--- src/logic/pmc_pkg.sv ---
package pmc_pkg;
  // register offsets
  localparam logic [15:0] RX_GAIN_OFS   = 16'h040D;
  localparam logic [15:0] GEN_CFG_OFS   = 16'h0456;
  localparam logic [15:0] PIN_OVR_OFS   = 16'h0459;
  localparam logic [15:0] PIN_DIR_OFS   = 16'h045A;
  localparam logic [15:0] IND_CFG_OFS   = 16'h0460;
  // reset values
  localparam logic [15:0] RX_GAIN_RST   = 16'h0000;
  localparam logic [15:0] GEN_CFG_RST   = 16'h0008;
  localparam logic [15:0] PIN_OVR_RST   = 16'h0000;
  localparam logic [15:0] PIN_DIR_RST   = 16'h0000;
  localparam logic [15:0] IND_CFG_RST   = 16'h0650;
  // writable bit masks, everything else reads zero
  localparam logic [15:0] RX_GAIN_MASK  = 16'h001F;
  localparam logic [15:0] GEN_CFG_MASK  = 16'h2008;
  localparam logic [15:0] PIN_OVR_MASK  = 16'h0001;
  localparam logic [15:0] PIN_DIR_MASK  = 16'h0001;
  localparam logic [15:0] IND_CFG_MASK  = 16'h0FF0;
  // field positions
  localparam int          LINK_FAIL_BIT = 13;
  localparam int          SHORT_GAP_BIT = 3;
  localparam int          DIR_OVR_BIT   = 0;
  localparam int          DIR_VAL_BIT   = 0;
  localparam int          IND3_LSB      = 8;
  localparam int          IND3_W        = 4;
  localparam logic [3:0]  IND3_RST_SEL  = 4'h6;
  // receive threshold in millivolts
  localparam logic [9:0]  GAIN_BASE_MV  = 10'h0C8;
  localparam logic [9:0]  GAIN_STEP_MV  = 10'h019;
  localparam logic [9:0]  GAIN_MAX_MV   = 10'h23F;
  // timing
  localparam int          CLK_PERIOD_NS = 25;
  localparam int          SHORT_GAP_NS  = 120;
  localparam int          LONG_GAP_NS   = 200;
  localparam int          SHORT_GAP_CYC = (SHORT_GAP_NS + CLK_PERIOD_NS - 1) / CLK_PERIOD_NS;
  localparam int          LONG_GAP_CYC  = (LONG_GAP_NS + CLK_PERIOD_NS - 1) / CLK_PERIOD_NS;
  localparam int          RX_ERR_EXT_CYC = 32;
  // indicator source codes
  typedef enum logic [3:0] {
    SRC_LINK = 4'h0, SRC_ACT = 4'h1, SRC_TX = 4'h2, SRC_RX = 4'h3,
    SRC_COL = 4'h4, SRC_SPD100 = 4'h5, SRC_SPD10 = 4'h6, SRC_FDX = 4'h7,
    SRC_BLINK = 4'h8, SRC_STRETCH = 4'h9, SRC_MII100FD = 4'hA, SRC_LPI = 4'hB,
    SRC_MIIERR = 4'hC, SRC_LOST = 4'hD, SRC_PRBS = 4'hE, SRC_RSVD = 4'hF
  } pmc_src_e;
  typedef enum logic [1:0] {
    EXT_IDLE = 2'h1,
    EXT_HOLD = 2'h2
  } pmc_ext_e;
endpackage

--- src/logic/pmc_top.sv ---
// Local design decision: strobed register access.
`timescale 1ns/100ps
// Overview of operation
// - 5-bit gain code sets threshold 200mV plus 25mV per step, up to 575mV.
// - with link-fail bit 13 set, link loss holds receive error high 32 cycles.
// - short-gap bit 3 resets to one; one gives 120ns gap, zero 200ns.
// - override enable zero keeps default pin direction; one forces it by value bit.
// - override value zero makes pin output, one makes it input, when enabled.
// - third indicator source comes from field bits 11-8 in extended pin mode.
// - in plain pin mode the source field has no effect.
// - codes 0-4 select link, activity, transmit, receive, collision.
// - 5 high at 100M, 6 high at 10M and reset choice, 7 full duplex.
// - 8 link with activity blink, 9 stretched activity.
// - A lights at 100M full duplex, B shows low-power idle.
// - C lights on MII errors; F reserved.
// - D latches on link loss until plain_pin_mode status register is read.
// - E latches on any test pattern error until the error counter clears.
module pmc_top #(
  parameter int BLINK_CYCLES   = 2000000,
  parameter int STRETCH_CYCLES = 2000000
) (
  input  wire logic        ref_clk,
  input  wire logic        reset_n,
  input  wire logic [15:0] reg_addr,
  input  wire logic [15:0] reg_wdata,
  input  wire logic        reg_wr,
  input  wire logic        reg_rd,
  output logic      [15:0] reg_rdata,
  input  wire logic        link_up,
  input  wire logic        speed_100,
  input  wire logic        full_duplex,
  input  wire logic        tx_act,
  input  wire logic        rx_act,
  input  wire logic        collision,
  input  wire logic        lpi_active,
  input  wire logic        mii_tx_err,
  input  wire logic        rx_err_in,
  input  wire logic        prbs_err,
  input  wire logic        prbs_cnt_clr,
  input  wire logic        plain_pin_mode_status_read,
  input  wire logic        extended_pin_mode,
  input  wire logic        tx_frame_end,
  input  wire logic        refclk_src,
  input  wire logic        refclk_in,
  output logic             mii_rx_err,
  output logic             tx_gap_hold,
  output logic      [4:0]  ten_base_rx_gain_code,
  output logic      [9:0]  rx_threshold_mv,
  output logic             reference_clock_output,
  output logic             reference_clock_oe,
  output logic             refclk_sampled,
  output logic             third_indicator
);
  logic [15:0] rx_gain_reg;
  logic [15:0] gen_cfg;
  logic [15:0] pin_ovr;
  logic [15:0] pin_dir;
  logic [15:0] ind_cfg;
  logic        link_d;
  logic        link_fall;
  pmc_pkg::pmc_ext_e ext_state;
  logic [5:0]  ext_cnt;
  logic [3:0]  gap_cnt;
  logic        link_lost;
  logic        prbs_seen;
  logic [31:0] blink_cnt;
  logic        blink_phase;
  logic [31:0] stretch_cnt;
  logic [3:0]  ind_sel;
  logic        next_ind;
  logic        next_oe;
  logic [9:0]  next_mv;
  logic [5:0]  err_run;

  assign link_fall = link_d & ~link_up;

  // register writes, masked so reserved bits never change
  always_ff @(posedge ref_clk or negedge reset_n) begin
    if (!reset_n) begin
      rx_gain_reg <= pmc_pkg::RX_GAIN_RST;
      gen_cfg     <= pmc_pkg::GEN_CFG_RST;
      pin_ovr     <= pmc_pkg::PIN_OVR_RST;
      pin_dir     <= pmc_pkg::PIN_DIR_RST;
      ind_cfg     <= pmc_pkg::IND_CFG_RST;
    end else if (reg_wr) begin
      if (reg_addr == pmc_pkg::RX_GAIN_OFS) begin
        rx_gain_reg <= reg_wdata & pmc_pkg::RX_GAIN_MASK;
      end else if (reg_addr == pmc_pkg::GEN_CFG_OFS) begin
        gen_cfg <= reg_wdata & pmc_pkg::GEN_CFG_MASK;
      end else if (reg_addr == pmc_pkg::PIN_OVR_OFS) begin
        pin_ovr <= reg_wdata & pmc_pkg::PIN_OVR_MASK;
      end else if (reg_addr == pmc_pkg::PIN_DIR_OFS) begin
        pin_dir <= reg_wdata & pmc_pkg::PIN_DIR_MASK;
      end else if (reg_addr == pmc_pkg::IND_CFG_OFS) begin
        ind_cfg <= reg_wdata & pmc_pkg::IND_CFG_MASK;
      end
    end
  end

  // read data stands only in the cycle after the strobe; unmapped reads zero
  always_ff @(posedge ref_clk or negedge reset_n) begin
    if (!reset_n) begin
      reg_rdata <= 16'h0000;
    end else if (!reg_rd) begin
      reg_rdata <= 16'h0000;
    end else if (reg_addr == pmc_pkg::RX_GAIN_OFS) begin
      reg_rdata <= rx_gain_reg;
    end else if (reg_addr == pmc_pkg::GEN_CFG_OFS) begin
      reg_rdata <= gen_cfg;
    end else if (reg_addr == pmc_pkg::PIN_OVR_OFS) begin
      reg_rdata <= pin_ovr;
    end else if (reg_addr == pmc_pkg::PIN_DIR_OFS) begin
      reg_rdata <= pin_dir;
    end else if (reg_addr == pmc_pkg::IND_CFG_OFS) begin
      reg_rdata <= ind_cfg;
    end else begin
      reg_rdata <= 16'h0000;
    end
  end

  // codes past 15 would exceed the comparator range, so they clamp at the top
  always_comb begin
    next_mv = pmc_pkg::GAIN_BASE_MV + 10'(rx_gain_reg[4:0]) * pmc_pkg::GAIN_STEP_MV;
    if (next_mv > pmc_pkg::GAIN_MAX_MV) begin
      next_mv = pmc_pkg::GAIN_MAX_MV;
    end
  end

  always_ff @(posedge ref_clk or negedge reset_n) begin
    if (!reset_n) begin
      ten_base_rx_gain_code <= 5'h00;
      rx_threshold_mv       <= pmc_pkg::GAIN_BASE_MV;
    end else begin
      ten_base_rx_gain_code <= rx_gain_reg[4:0];
      rx_threshold_mv       <= next_mv;
    end
  end

  // link-fail extension of the receive error line
  always_ff @(posedge ref_clk or negedge reset_n) begin
    if (!reset_n) begin
      link_d    <= 1'b0;
      ext_state <= pmc_pkg::EXT_IDLE;
      ext_cnt   <= 6'h00;
    end else begin
      link_d <= link_up;
      case (ext_state)
        pmc_pkg::EXT_IDLE: begin
          if (link_fall && gen_cfg[pmc_pkg::LINK_FAIL_BIT]) begin
            ext_state <= pmc_pkg::EXT_HOLD;
            ext_cnt   <= 6'(pmc_pkg::RX_ERR_EXT_CYC - 1);
          end
        end
        pmc_pkg::EXT_HOLD: begin
          if (ext_cnt == 6'h00) begin
            ext_state <= pmc_pkg::EXT_IDLE;
          end else begin
            ext_cnt <= ext_cnt - 6'h01;
          end
        end
        default: ext_state <= pmc_pkg::EXT_IDLE;
      endcase
    end
  end

  always_ff @(posedge ref_clk or negedge reset_n) begin
    if (!reset_n) begin
      mii_rx_err <= 1'b0;
    end else begin
      mii_rx_err <= rx_err_in | (ext_state == pmc_pkg::EXT_HOLD);
    end
  end

  // inter-packet gap: hold off the transmitter after each frame end
  always_ff @(posedge ref_clk or negedge reset_n) begin
    if (!reset_n) begin
      gap_cnt     <= 4'h0;
      tx_gap_hold <= 1'b0;
    end else begin
      if (tx_frame_end) begin
        gap_cnt <= gen_cfg[pmc_pkg::SHORT_GAP_BIT] ? 4'(pmc_pkg::SHORT_GAP_CYC - 1)
                                                   : 4'(pmc_pkg::LONG_GAP_CYC - 1);
        tx_gap_hold <= 1'b1;
      end else if (gap_cnt != 4'h0) begin
        gap_cnt <= gap_cnt - 4'h1;
      end else begin
        tx_gap_hold <= 1'b0;
      end
    end
  end

  // reference clock pin: output by default
  always_comb begin
    if (pin_ovr[pmc_pkg::DIR_OVR_BIT]) begin
      next_oe = ~pin_dir[pmc_pkg::DIR_VAL_BIT];
    end else begin
      next_oe = 1'b1;
    end
  end

  always_ff @(posedge ref_clk or negedge reset_n) begin
    if (!reset_n) begin
      reference_clock_oe     <= 1'b1;
      reference_clock_output <= 1'b0;
      refclk_sampled         <= 1'b0;
    end else begin
      reference_clock_oe     <= next_oe;
      reference_clock_output <= refclk_src;
      refclk_sampled         <= next_oe ? 1'b0 : refclk_in;
    end
  end

  // sticky indicator sources; a set in the clearing cycle wins
  always_ff @(posedge ref_clk or negedge reset_n) begin
    if (!reset_n) begin
      link_lost <= 1'b0;
    end else if (link_fall) begin
      link_lost <= 1'b1;
    end else if (plain_pin_mode_status_read) begin
      link_lost <= 1'b0;
    end
  end

  always_ff @(posedge ref_clk or negedge reset_n) begin
    if (!reset_n) begin
      prbs_seen <= 1'b0;
    end else if (prbs_err) begin
      prbs_seen <= 1'b1;
    end else if (prbs_cnt_clr) begin
      prbs_seen <= 1'b0;
    end
  end

  // blink timebase, free running
  always_ff @(posedge ref_clk or negedge reset_n) begin
    if (!reset_n) begin
      blink_cnt   <= 32'h0000_0000;
      blink_phase <= 1'b0;
    end else if (blink_cnt == 32'(BLINK_CYCLES - 1)) begin
      blink_cnt   <= 32'h0000_0000;
      blink_phase <= ~blink_phase;
    end else begin
      blink_cnt <= blink_cnt + 32'h0000_0001;
    end
  end

  // activity stretch, retriggered by each activity cycle
  always_ff @(posedge ref_clk or negedge reset_n) begin
    if (!reset_n) begin
      stretch_cnt <= 32'h0000_0000;
    end else if (tx_act || rx_act) begin
      stretch_cnt <= 32'(STRETCH_CYCLES);
    end else if (stretch_cnt != 32'h0000_0000) begin
      stretch_cnt <= stretch_cnt - 32'h0000_0001;
    end
  end

  // plain pin mode ignores the field and keeps the reset choice
  assign ind_sel = extended_pin_mode ? ind_cfg[pmc_pkg::IND3_LSB +: pmc_pkg::IND3_W]
                                     : pmc_pkg::IND3_RST_SEL;

  always_comb begin
    case (pmc_pkg::pmc_src_e'(ind_sel))
      pmc_pkg::SRC_LINK:     next_ind = link_up;
      pmc_pkg::SRC_ACT:      next_ind = tx_act | rx_act;
      pmc_pkg::SRC_TX:       next_ind = tx_act;
      pmc_pkg::SRC_RX:       next_ind = rx_act;
      pmc_pkg::SRC_COL:      next_ind = collision;
      pmc_pkg::SRC_SPD100:   next_ind = link_up & speed_100;
      pmc_pkg::SRC_SPD10:    next_ind = link_up & ~speed_100;
      pmc_pkg::SRC_FDX:      next_ind = link_up & full_duplex;
      pmc_pkg::SRC_BLINK: begin
        next_ind = link_up & ~((stretch_cnt != 32'h0000_0000) & blink_phase);
      end
      pmc_pkg::SRC_STRETCH:  next_ind = (stretch_cnt != 32'h0000_0000);
      pmc_pkg::SRC_MII100FD: next_ind = link_up & speed_100 & full_duplex;
      pmc_pkg::SRC_LPI:      next_ind = lpi_active;
      pmc_pkg::SRC_MIIERR:   next_ind = mii_tx_err | rx_err_in;
      pmc_pkg::SRC_LOST:     next_ind = link_lost;
      pmc_pkg::SRC_PRBS:     next_ind = prbs_seen;
      default:               next_ind = 1'b0;
    endcase
  end

  always_ff @(posedge ref_clk or negedge reset_n) begin
    if (!reset_n) begin
      third_indicator <= 1'b0;
    end else begin
      third_indicator <= next_ind;
    end
  end

  a_gain_threshold: assert property (@(posedge ref_clk) disable iff (!reset_n)
    ##1 rx_threshold_mv == ((rx_gain_reg[4:0] > 5'h0F) ? pmc_pkg::GAIN_MAX_MV :
      10'(pmc_pkg::GAIN_BASE_MV + 10'(rx_gain_reg[4:0]) * pmc_pkg::GAIN_STEP_MV))
      || $changed(rx_gain_reg))
    else $error("receive threshold does not follow gain code");

  // run length of the receive error line, so the 32-cycle hold needs no long repetition
  always_ff @(posedge ref_clk or negedge reset_n) begin
    if (!reset_n) begin
      err_run <= 6'h00;
    end else if (!mii_rx_err) begin
      err_run <= 6'h00;
    end else if (err_run != 6'h3F) begin
      err_run <= err_run + 6'h01;
    end
  end

  a_rxerr_extend: assert property (@(posedge ref_clk) disable iff (!reset_n)
    (link_fall && gen_cfg[pmc_pkg::LINK_FAIL_BIT] && ext_state == pmc_pkg::EXT_IDLE)
      |-> ##34 (err_run >= 6'h20))
    else $error("receive error not held for 32 cycles on link loss");

  a_rxerr_plain: assert property (@(posedge ref_clk) disable iff (!reset_n)
    (!gen_cfg[pmc_pkg::LINK_FAIL_BIT] && ext_state == pmc_pkg::EXT_IDLE && !rx_err_in)
      |=> !mii_rx_err)
    else $error("receive error raised without cause");

  a_gap_length: assert property (@(posedge ref_clk) disable iff (!reset_n)
    (tx_frame_end && gen_cfg[pmc_pkg::SHORT_GAP_BIT])
      ##1 !tx_frame_end [*5] |=> !tx_gap_hold)
    else $error("short gap lasts longer than five cycles");

  a_gap_long: assert property (@(posedge ref_clk) disable iff (!reset_n)
    (tx_frame_end && !gen_cfg[pmc_pkg::SHORT_GAP_BIT])
      |=> (tx_gap_hold || tx_frame_end) [*8])
    else $error("long gap shorter than eight cycles");

  a_pin_direction: assert property (@(posedge ref_clk) disable iff (!reset_n)
    ##1 reference_clock_oe ==
      ($past(pin_ovr[pmc_pkg::DIR_OVR_BIT]) ? !$past(pin_dir[pmc_pkg::DIR_VAL_BIT]) : 1'b1))
    else $error("reference clock pin direction wrong");

  a_plain_mode: assert property (@(posedge ref_clk) disable iff (!reset_n)
    (!extended_pin_mode && !link_up) |=> !third_indicator)
    else $error("plain mode indicator lit without 10M link");

  a_lost_latch: assert property (@(posedge ref_clk) disable iff (!reset_n)
    (link_fall && extended_pin_mode && ind_cfg[11:8] == 4'hD)
      ##1 (!plain_pin_mode_status_read && extended_pin_mode && ind_cfg[11:8] == 4'hD) [*3]
      |=> third_indicator)
    else $error("link lost indicator dropped before status read");

  a_prbs_clear: assert property (@(posedge ref_clk) disable iff (!reset_n)
    (prbs_cnt_clr && !prbs_err) |=> !prbs_seen)
    else $error("test pattern error latch not cleared");

  a_reserved_zero: assert property (@(posedge ref_clk) disable iff (!reset_n)
    (ind_cfg & ~pmc_pkg::IND_CFG_MASK) == 16'h0000 &&
    (gen_cfg & ~pmc_pkg::GEN_CFG_MASK) == 16'h0000)
    else $error("reserved bits hold ones");
endmodule

--- config.mk ---
export PLATFORM = sky130hd
export DESIGN_NAME = pmc_top
export DESIGN_NICKNAME = d
export VERILOG_FILES = /design/src/logic/pmc_pkg.sv /design/src/logic/pmc_top.sv
export SDC_FILE = /design/constraint.sdc
export NUM_CORES = 1
export LEC_CHECK = 0
export BUFFER_PORTS_ARGS = -buffer_cell sky130_fd_sc_hd__buf_4
export CAP_MARGIN = 40
export CORE_MARGIN = 3
export CORE_UTILIZATION = 55
export CTS_BUF_LIST = sky130_fd_sc_hd__clkbuf_8 sky130_fd_sc_hd__clkbuf_16
export DETAILED_ROUTE_END_ITERATION = 10
export GPL_TIMING_DRIVEN = 0
export PLACE_DENSITY = 0.82
export SYNTH_ARGS = -nofsm -noshare
export SYNTH_HDL_FRONTEND = slang
export SYNTH_SLANG_ARGS = --single-unit
--- constraint.sdc ---
create_clock -name ref_clk -period 4.15 [get_ports ref_clk]
set_input_delay 0.2075 -clock ref_clk [delete_from_list [all_inputs] [get_ports ref_clk]]
set_output_delay 0.2075 -clock ref_clk [all_outputs]
set_load 0.01 [all_outputs]
**After elaboration in Yosys (flattened, before gate mapping)**

Index checks and enable logic that the tools add are counted.

- Mux-type cells: 29
- Reductions and logical operators: 18
- Add/sub/neg operators: 5
- Magnitude comparators: 1
- Eq/ne operators: 26
- Bitwise operators: 19
- $mul: 1

Operators with widths:

| kind | count |
|---|---|
| $mux 32 | 3 |
| $eq 16x11->1 const B | 5 |
| $mux 14 | 3 |
| $mux 12 | 3 |
| $add 32x1->32 const B | 1 |
| $eq 32x21->1 const B | 1 |
| $reduce_bool 32->1 | 1 |
| $sub 32x1->32 const B | 1 |
| $eq 4x4->1 const B | 7 |
| $eq 4x3->1 const B | 4 |
| $pmux 1 s15 | 1 |
| $mux 4 | 3 |
| $mux 6 | 2 |
| $pmux 6 s2 | 1 |
| $add 8x10->10 const A | 1 |
| $gt 10x10->1 const B | 1 |
| $mul 5x5->10 const B | 1 |
| $mux 10 | 1 |
| $reduce_bool 2->1 | 5 |
| $not 1->1 | 9 |
| $eq 4x2->1 const B | 2 |
| $mux 1 | 8 |
| $ne 2x2->1 const B | 4 |
| $and 1x1->1 | 7 |
| 18 further kinds | 24 |

- Bits of input ports: 52
- Word-level logic and storage cells: 122
- Flip-flop bits (word level): 134

**Depth between registers and ports, before layout**

Gate-level depths: netlist (run 1).

- Depth in word-level cells: 7
- Depth in mapped cells: 11
- Gate-level depth less buffers: 11

**Least setup slack after synthesis (run 1)**

OpenSTA, ideal clock, no wires.

- Kind: register -> register
- Start: register rx_gain_reg[3]
- End: register rx_threshold_mv[2]
- Cell stages (with the launch flop): 12
- Period minus slack after synthesis: 2.846 ns
- Arrival time: 2.719 ns
- Buffers on the path: 0
- Setup slack: 1.304 ns
- Cells stage by stage: dfrtp_1 > inv_1 > ha_1 > inv_1 > ha_1 > ha_1 > fa_1 > a21o_1 > a21oi_1 > xnor2_1 > a31oi_1 > or2_2

- Longest elaborated chain between the ends: 4

RTL lines:

| what | line | RTL |
|---|---|---|
| start: declaration | pmc_top.sv:54 | `logic [15:0] rx_gain_reg;` |
| start signal: assignment | pmc_top.sv:80 | `rx_gain_reg <= pmc_pkg::RX_GAIN_RST;` |
| start signal: assignment | pmc_top.sv:87 | `rx_gain_reg <= reg_wdata & pmc_pkg::RX_GAIN_MASK;` |
| $mul 5x5->10 | pmc_top.sv:123 | `next_mv = pmc_pkg::GAIN_BASE_MV + 10'(rx_gain_reg[4:0]) * pmc_pkg::GAIN_STEP_MV;` |
| $add 8x10->10 | pmc_top.sv:123 |  |
| $gt 10x10->1 | pmc_top.sv:124 | `if (next_mv > pmc_pkg::GAIN_MAX_MV) begin` |
| $mux 10 | pmc_top.sv:124 |  |
| net next_mv[2] | pmc_top.sv:72 | `logic [9:0] next_mv;` |
| end signal: assignment | pmc_top.sv:132 | `rx_threshold_mv <= pmc_pkg::GAIN_BASE_MV;` |
| end signal: assignment | pmc_top.sv:135 | `rx_threshold_mv <= next_mv;` |
| end: declaration | pmc_top.sv:48 | `output logic [9:0] rx_threshold_mv,` |

The timed path passes the listed nets, and every way through them passes these cells.
A chain may end at the register's enable or synchronous reset.

**Final worst setup path (run 1)**

- Start: register rx_gain_reg[3]
- End: register rx_threshold_mv[5]

- Longest elaborated chain between the ends: 4

RTL lines:

| what | line |
|---|---|
| $mul 5x5->10 * | pmc_top.sv:123 |
| $add 8x10->10 * | pmc_top.sv:123 |
| $gt 10x10->1 | pmc_top.sv:124 |
| $mux 10 * | pmc_top.sv:124 |
| net next_mv[5] | pmc_top.sv:72 |

The timed path passes the listed nets; every way through them passes the cells marked *.

==> results of run 1 <==
## routing by layer
| metal | GRT usage | vias up | part of all wire |
|---|---|---|---|
| met5 | 0 | - | 0 |
| met4 | 0.0918 | 0 | 0.022 |
| met3 | 0.0677 | 35 | 0.043 |
| met2 | 0.418 | 144 | 0.52 |
| met1 | 0.304 | 2643 | 0.41 |
| li1 | - | 2450 | - |
## metrics by stage
step	std cells	area (sq um)	setup WS [ns]	hold slack, ns
floorplan	617	6480	1.30	-0.0881
global placement	842	7280	1.12	0.318
detailed placement	844	7320	1.03	0.180
CTS	883	7940	0.971	0.00534
global route	883	7940	0.813	0.0147
finish	883	7940	0.993	0.0239
## how the worst min path moves through the flow
stage,startpoint,end,slack (ns),cells past startpoint
finish,reg_wdata[11],ind_cfg[11],0.02,2
global route,reg_wdata[6],ind_cfg[6],0.01,2
CTS,reg_wdata[11],ind_cfg[11],0.005,2
detailed placement,reset_n,rx_threshold_mv[5],0.18,1
global placement,refclk_src,reference_clock_output,0.32,1
floorplan,reset_n,blink_cnt[0],-0.09,0
## power groups by stage
stage	Clock, uW	Combinational, uW	Sequential, uW
3_3_place_gp	0	156	1320
6_report	1390	174	1300
5_1_grt	1470	191	1300
2_1_floorplan	0	68.9	1320
3_5_place_dp	0	167	1320
4_1_cts	1420	174	1300
## cell families after synthesis
logic type,share of synthesized area
and+or+nand+nor,0.238
xor gates and xnor gates,0.0595
adders and majority gates,0.0487
buffers and inverters,0.0288
other,0.000579
muxes,0.0342
AOI/OAI and AO/OA,0.0823
DFF,0.508
## synthesized netlist by cell type (7+ instances only)
cell      number
dfrtp_1      121
nor2_1        43
nand2_1       33
a21oi_1       27
nand3_1       27
inv_1         26
xnor2_1       24
ha_1          22
and3_1        20
xor2_1        20
or3_1         19
nor3_1        18
nand4_1       15
nor4_1        13
or4_1         13
clkbuf_1      12
nor2b_1       12
o31ai_1       12
dfstp_2       10
mux2_1        10
and4_1         9
or2_2          9
nand2b_1       8
o21ai_0        8
mux2_2         7
nor3b_1        7
## final cells by class
cell class	instances	share of cell area
flip-flops and latches	131	0.414
multi-input cells	442	0.379
repair buffers	91	0.0909
clock buffers	20	0.0588
well taps	143	0.0225
inverters	26	0.0123
clock inverters	12	0.0113
plain buffers	18	0.0112
==> impl_metrics.py, run 1 <==
metrics = {
    "sta": {
        "slew_headroom": 0.426,
        "timing.final.crit_period_ns": 3.16,
        "rsz0062_at_grt": "no",
        "drv_slew": 0,
        "max_freq_mhz": 317,
        "hold_viol_final": 0,
        "setup-tns-final_ns": 0,
        "setup_viol": 0,
        "tightest_slew_ns": 0.854,
        "clock_skew_ns": 0.00800,
        "period_share": 0.761,
    },
    "cts": {
        "cts_setup_buffers": 0,
        "cts_max_path_buffers": 2,
        "cts.clk_slew.worst_paths_ns": 0.06,
        "hold_buffers": 7,
        "cts_inserted_buffers": 17,
        "clock-sinks": 131,
        "cts_resized": 0,
        "insertion_delay_ns": 0.42,
        "cts_tree": "done",
        "ctsHtreeMaxLevel": 4,
        "cts-root-buf": "clkbuf_16",
    },
    "finish": {
        "drive_above_1_share": 0.205,
        "layout_commonest_cell": "dfrtp_1",
        "final_cell_mix": "dfrtp_1 (121), buf_4 (84), nor2_1 (43), nand2_1 (33), inv_1 (28)",
        "fill_cells": 841,
        "regArea_sq_mm": 0.00329,
        "diodes": 0,
        "top_regs": "blink_cnt x32, stretch_cnt x32, reg_rdata x13",
        "multi_input_area_sq_mm": 0.00301,
        "fin_util": 0.693,
        "fin_nets": 803,
        "synthToLayoutAreaGrowth_pct": 22.6,
    },
    "floorplan": {
        "ios": 89,
        "dieWidth_um": 115,
        "rows": 39,
        "initial_core_util": 0.565,
        "die_y_um": 115,
        "core_sq_mm": 0.0115,
        "fp.dieArea_sq_mm": 0.0131,
    },
    "logic_synthesis": {
        "yosysSeqAreaShare": 0.508,
        "synth_edf_count": 0,
        "syn_inst": 615,
        "post_synth_num_cell_types": 57,
        "synth_area_sq_mm": 0.00648,
        "yosysWarnings": 0,
        "synthTopCellsByArea": "dfrtp_1 (47%), ha_1 (4.2%), dfstp_2 (4.1%)",
        "synth.avg_cell_area_sq_um": 10.5,
        "synth_top_area_cell": "dfrtp_1",
        "yosysTopAreaCellShare": 0.467,
        "synth_ff_type": "dfrtp_1",
        "async_flop_share": 1.00,
        "ys_ff_latch": 131,
    },
    "global_route": {
        "track_usage": 0.248,
        "grt_pass1_wl_mm": 25.6,
        "antenna_found_initial": 0,
        "grt_max_degree": 83,
        "grt_overflow": 0,
        "grt_pass1_vias": 5324,
    },
    "setup_path": {
        "max_stage_delay_ns": 0.50,
        "crit_buf_inv": 2,
        "timing.rr.end": "rx_threshold_mv[5]",
        "ff2ff_setup_slack_ns": 0.99,
        "cp_top_family": "adder cells",
        "path_class": "reg -> reg",
        "r2r-start": "rx_gain_reg[3]",
        "path_cells": "inv_1, ha_1, inv_1, ha_1, ha_1, fa_1, a21o_1, a21oi_1, xnor2_1, a31oi_1, or2_2",
        "startpoint": "rx_gain_reg[3]",
        "start_kind": "flip-flop",
        "crit_cells": 11,
        "path_max_fanout": 7,
        "cp.required_ns": 4.44,
        "slowest_stage": "dfrtp_1",
        "arrival_ns": 3.45,
        "end_kind": "flip-flop",
        "crit_top_cell": "ha_1",
        "endpoint": "rx_threshold_mv[5]",
        "r2r_cells": 11,
    },
    "power_and_ir_drop": {
        "switchingPower_uw": 648,
        "sw_frac_of_total": 0.226,
        "p_int_uw": 2220,
        "cellLeakagePower_uw": 0.00368,
        "powerDensity_mw_per_mm2": 361,
        "ir_drop_mv": 0.359,
        "seqPwrFrac": 0.454,
        "power_uw": 2870,
        "clkPwrFrac": 0.485,
        "p_comb_frac": 0.061,
    },
    "drt": {
        "wl_mm": 15.5,
        "wire_per_inst_um": 17.6,
        "drtAntennaViolNets": 0,
        "vias": 5272,
        "drt_first_pass_iters": 4,
        "drcViolationCount": 0,
        "drt_iter0_markers": 318,
        "avgViaCountPerCell": 5.97,
    },
    "placement": {
        "io_buffers": 82,
        "dpl.hpwl_mm": 10.9,
        "gp_congestion": 0.925,
    },
    "hold_path": {
        "hp-class": "in -> reg",
    },
    "run": {
        "cap_violations": 0,
    },
    "run_status": {
        "status": "finished clean",
    },
}
(Power assumes the default switching activity.)
==> inputs of run 2 (changes only) <==
--- a/config.mk
+++ b/config.mk
@@ -5,6 +5,7 @@
 export SDC_FILE = /design/constraint.sdc
 export NUM_CORES = 1
 export LEC_CHECK = 0
+export ABC_AREA = 1
 export BUFFER_PORTS_ARGS = -buffer_cell sky130_fd_sc_hd__buf_4
 export CAP_MARGIN = 40
 export CORE_MARGIN = 3
@@ -12,7 +13,7 @@
 export CTS_BUF_LIST = sky130_fd_sc_hd__clkbuf_8 sky130_fd_sc_hd__clkbuf_16
 export DETAILED_ROUTE_END_ITERATION = 10
 export GPL_TIMING_DRIVEN = 0
-export PLACE_DENSITY = 0.82
+export PLACE_DENSITY = 0.81
 export SYNTH_ARGS = -nofsm -noshare
 export SYNTH_HDL_FRONTEND = slang
 export SYNTH_SLANG_ARGS = --single-unit
==> constraint.sdc (replaced) <==
create_clock -name ref_clk -period 3.1 [get_ports ref_clk]
set_input_delay 0.155 -clock ref_clk [delete_from_list [all_inputs] [get_ports ref_clk]]
set_output_delay 0.155 -clock ref_clk [all_outputs]
set_load 0.01 [all_outputs]
==> impl_metrics.py, run 2 <==
metrics = {
    "sta": {
        "holdWs_ns": 0.0850,
        "max_freq_mhz": 333,
        "hold_viol_final": 0,
        "drv_slew": 0,
        "period_share": 0.970,
        "setup-tns-final_ns": 0,
        "clock_skew_ns": 0.0106,
        "setup_viol": 0,
        "timing.final.crit_period_ns": 3.01,
        "tightest_slew_ns": 0.580,
        "fin_ws_ns": 0.0925,
        "slew_headroom": 0.612,
    },
    "run_status": {
        "status": "finished clean",
    },
    "floorplan": {
        "core_sq_mm": 0.0128,
        "die_y_um": 121,
        "initial_core_util": 0.570,
        "fp.dieArea_sq_mm": 0.0147,
        "dieWidth_um": 121,
        "ios": 89,
        "rows": 41,
    },
    "logic_synthesis": {
        "async_flop_share": 1.00,
        "syn_inst": 979,
        "synth_top_area_cell": "dfrtp_1",
        "yosysTopAreaCellShare": 0.414,
        "ys_ff_latch": 131,
        "yosysWarnings": 0,
        "synth_xor_xnor_area_share": 0.0371,
        "yosysMostFrequentCell": "nand2_1",
        "synthTopCellsByArea": "dfrtp_1 (41%), nand2_1 (12%), nor2_1 (9.4%)",
        "synth_simple_gate_area_frac": 0.338,
        "synth_compound_area_frac": 0.0435,
        "synth_top_family_by_area": "simple AND/OR/NAND/NOR gates",
        "synth-adder-area-share": 0.0431,
        "synth_edf_count": 0,
        "synthMuxAreaShare": 0,
        "yosys-top-cells-count": "nand2_1 (230), nor2_1 (183), inv_1 (150)",
        "synth.avg_cell_area_sq_um": 7.47,
        "post_synth_num_cell_types": 39,
        "yosysSeqAreaShare": 0.450,
        "synth_ff_type": "dfrtp_1",
        "synth_area_sq_mm": 0.00731,
    },
    "setup_path": {
        "start_kind": "flip-flop",
        "r2r-start": "rx_gain_reg[3]",
        "startpoint": "rx_gain_reg[3]",
        "arrival_ns": 3.37,
        "cp.required_ns": 3.47,
        "path_class": "reg -> reg",
        "path_max_fanout": 6,
        "end_kind": "flip-flop",
    },
    "cts": {
        "cts_inserted_buffers": 17,
        "cts-root-buf": "clkbuf_16",
        "cts_setup_buffers": 0,
        "cts_tree": "done",
        "cts_max_path_buffers": 2,
        "cts.clk_slew.worst_paths_ns": 0.06,
        "clock-sinks": 131,
        "ctsHtreeMaxLevel": 4,
        "insertion_delay_ns": 0.43,
    },
    "drt": {
        "dr_wl_met3_mm": 1.39,
        "wl_met1_mm": 7.83,
        "avgViaCountPerCell": 5.23,
        "drtAntennaViolNets": 0,
        "top_layer": "met4",
        "vias": 6751,
        "drcViolationCount": 0,
        "wl_mm": 18.3,
        "drt_first_pass_iters": 7,
        "dr_wl_met2_mm": 8.82,
        "drt_iter0_markers": 475,
        "wire_per_inst_um": 14.2,
    },
    "global_route": {
        "grt_overflow": 0,
        "grt_pass1_vias": 6578,
        "grt_pass1_wl_mm": 30.7,
        "grt_max_degree": 82,
        "antenna_found_initial": 0,
        "track_usage": 0.262,
    },
    "finish": {
        "fin_nets": 1182,
        "multi_input_area_sq_mm": 0.00340,
        "layout_commonest_cell": "nand2_1",
        "regArea_sq_mm": 0.00329,
        "drive_above_1_share": 0.148,
        "diodes": 0,
        "final_cell_mix": "nand2_1 (229), nor2_1 (183), inv_1 (150), dfrtp_1 (119), buf_4 (85)",
        "synthToLayoutAreaGrowth_pct": 23.3,
        "top_regs": "blink_cnt x32, stretch_cnt x32, reg_rdata x13",
        "fill_cells": 1015,
    },
    "power_and_ir_drop": {
        "power_uw": 4150,
        "powerDensity_mw_per_mm2": 460,
        "ir_drop_mv": 0.405,
        "cellLeakagePower_uw": 0.00457,
    },
    "placement": {
        "dpl.hpwl_mm": 12.9,
        "io_buffers": 82,
        "pre_cts_slack_ns": 0.0618,
        "gp_congestion": 0.969,
    },
    "hold_path": {
        "hp-class": "in -> reg",
        "min_from": "full_duplex",
    },
    "run": {
        "cap_violations": 0,
    },
}
-- run 2: cell count changes after synthesis, moves of 13 or more --
cell     delta
a21oi_1    -16
and3_1     -19
inv_1     +124
nand2_1   +197
nand3_1    +43
nand4_1    +14
nor2_1    +140
o21ai_0    +18
or3_1      -19
or4_1      -13
xnor2_1    -20
-- run 2: worst paths after layout --
kind / end / slack, ns / depth (start not counted)
worst max-delay path: rx_threshold_mv[1] / 0.09 / 12
min in group asynchronous: blink_cnt[28] / 0.24 / 2
max in group asynchronous: ext_state[0] / 2.09 / 3
worst max register to register: rx_threshold_mv[1] / 0.09 / 12
worst min-delay path: third_indicator / 0.08 / 5
worst min register to register: ten_base_rx_gain_code[2] / 0.42 / 0
-- run 2: area by class of cell --
cell class                      instances  area share
Buffer                                 10     0.00847
Clock buffer                           17      0.0472
Clock inverter                         15      0.0176
Inverter                              151      0.0629
Multi-Input combinational cell        689       0.377
Sequential cell                       131       0.365
Tap cell                              172      0.0239
Timing Repair Buffer                  106      0.0973
-- run 2: logic make-up after synthesis --
logic type | Yosys count
AND/OR/NAND/NOR | 573
buffers and inverters | 161
flip-flops | 131
AO/OA/AOI/OAI | 58
XOR/XNOR | 31
adder cells (fa/ha/maj) | 24
other | 1
-- run 2: metrics by stage --
step                       util  std cells  cell area (sq um)
after floorplan               -        981               7320
after global placement    0.635       1235               8150
after detailed placement  0.638       1236               8180
after CTS                 0.701       1291               9000
after global routing      0.703       1291               9010
final                     0.703       1291               9010
-- run 2: repair_timing --
item | 4_1_cts | 5_1_grt
pin swaps | 0 | 0
hold buffers | 23 | 0
endpoints found under the hold margin | 69 | 0
cloned | 0 | 0
gates resized for setup | 1 | 4
setup endpoints to repair | 6 | 8
-- run 2: routing by layer --
| metal | vias to the layer above | track usage |
|---|---|---|
| li1 | 3327 | - |
| met1 | 3143 | 0.336 |
| met2 | 251 | 0.429 |
| met3 | 30 | 0.0793 |
| met4 | 0 | 0.0791 |
| met5 | - | 0 |
-- run 2: power by group --
group	internal, uW	switching, uW
clock	1140	857
sequential	1760	30.7
combinational	148	212
total	3050	1100
-- run 2: worst max-delay path, cell delays in order (launching register included) --
cell     delay (ns)
dfrtp_2        0.43
inv_1          0.12
ha_1           0.29
inv_1          0.06
ha_1           0.32
ha_1           0.35
fa_1           0.46
a21oi_1        0.20
nor2_1         0.06
nor2_1         0.20
xnor2_2        0.21
nand2_2        0.16
nand2_1        0.09
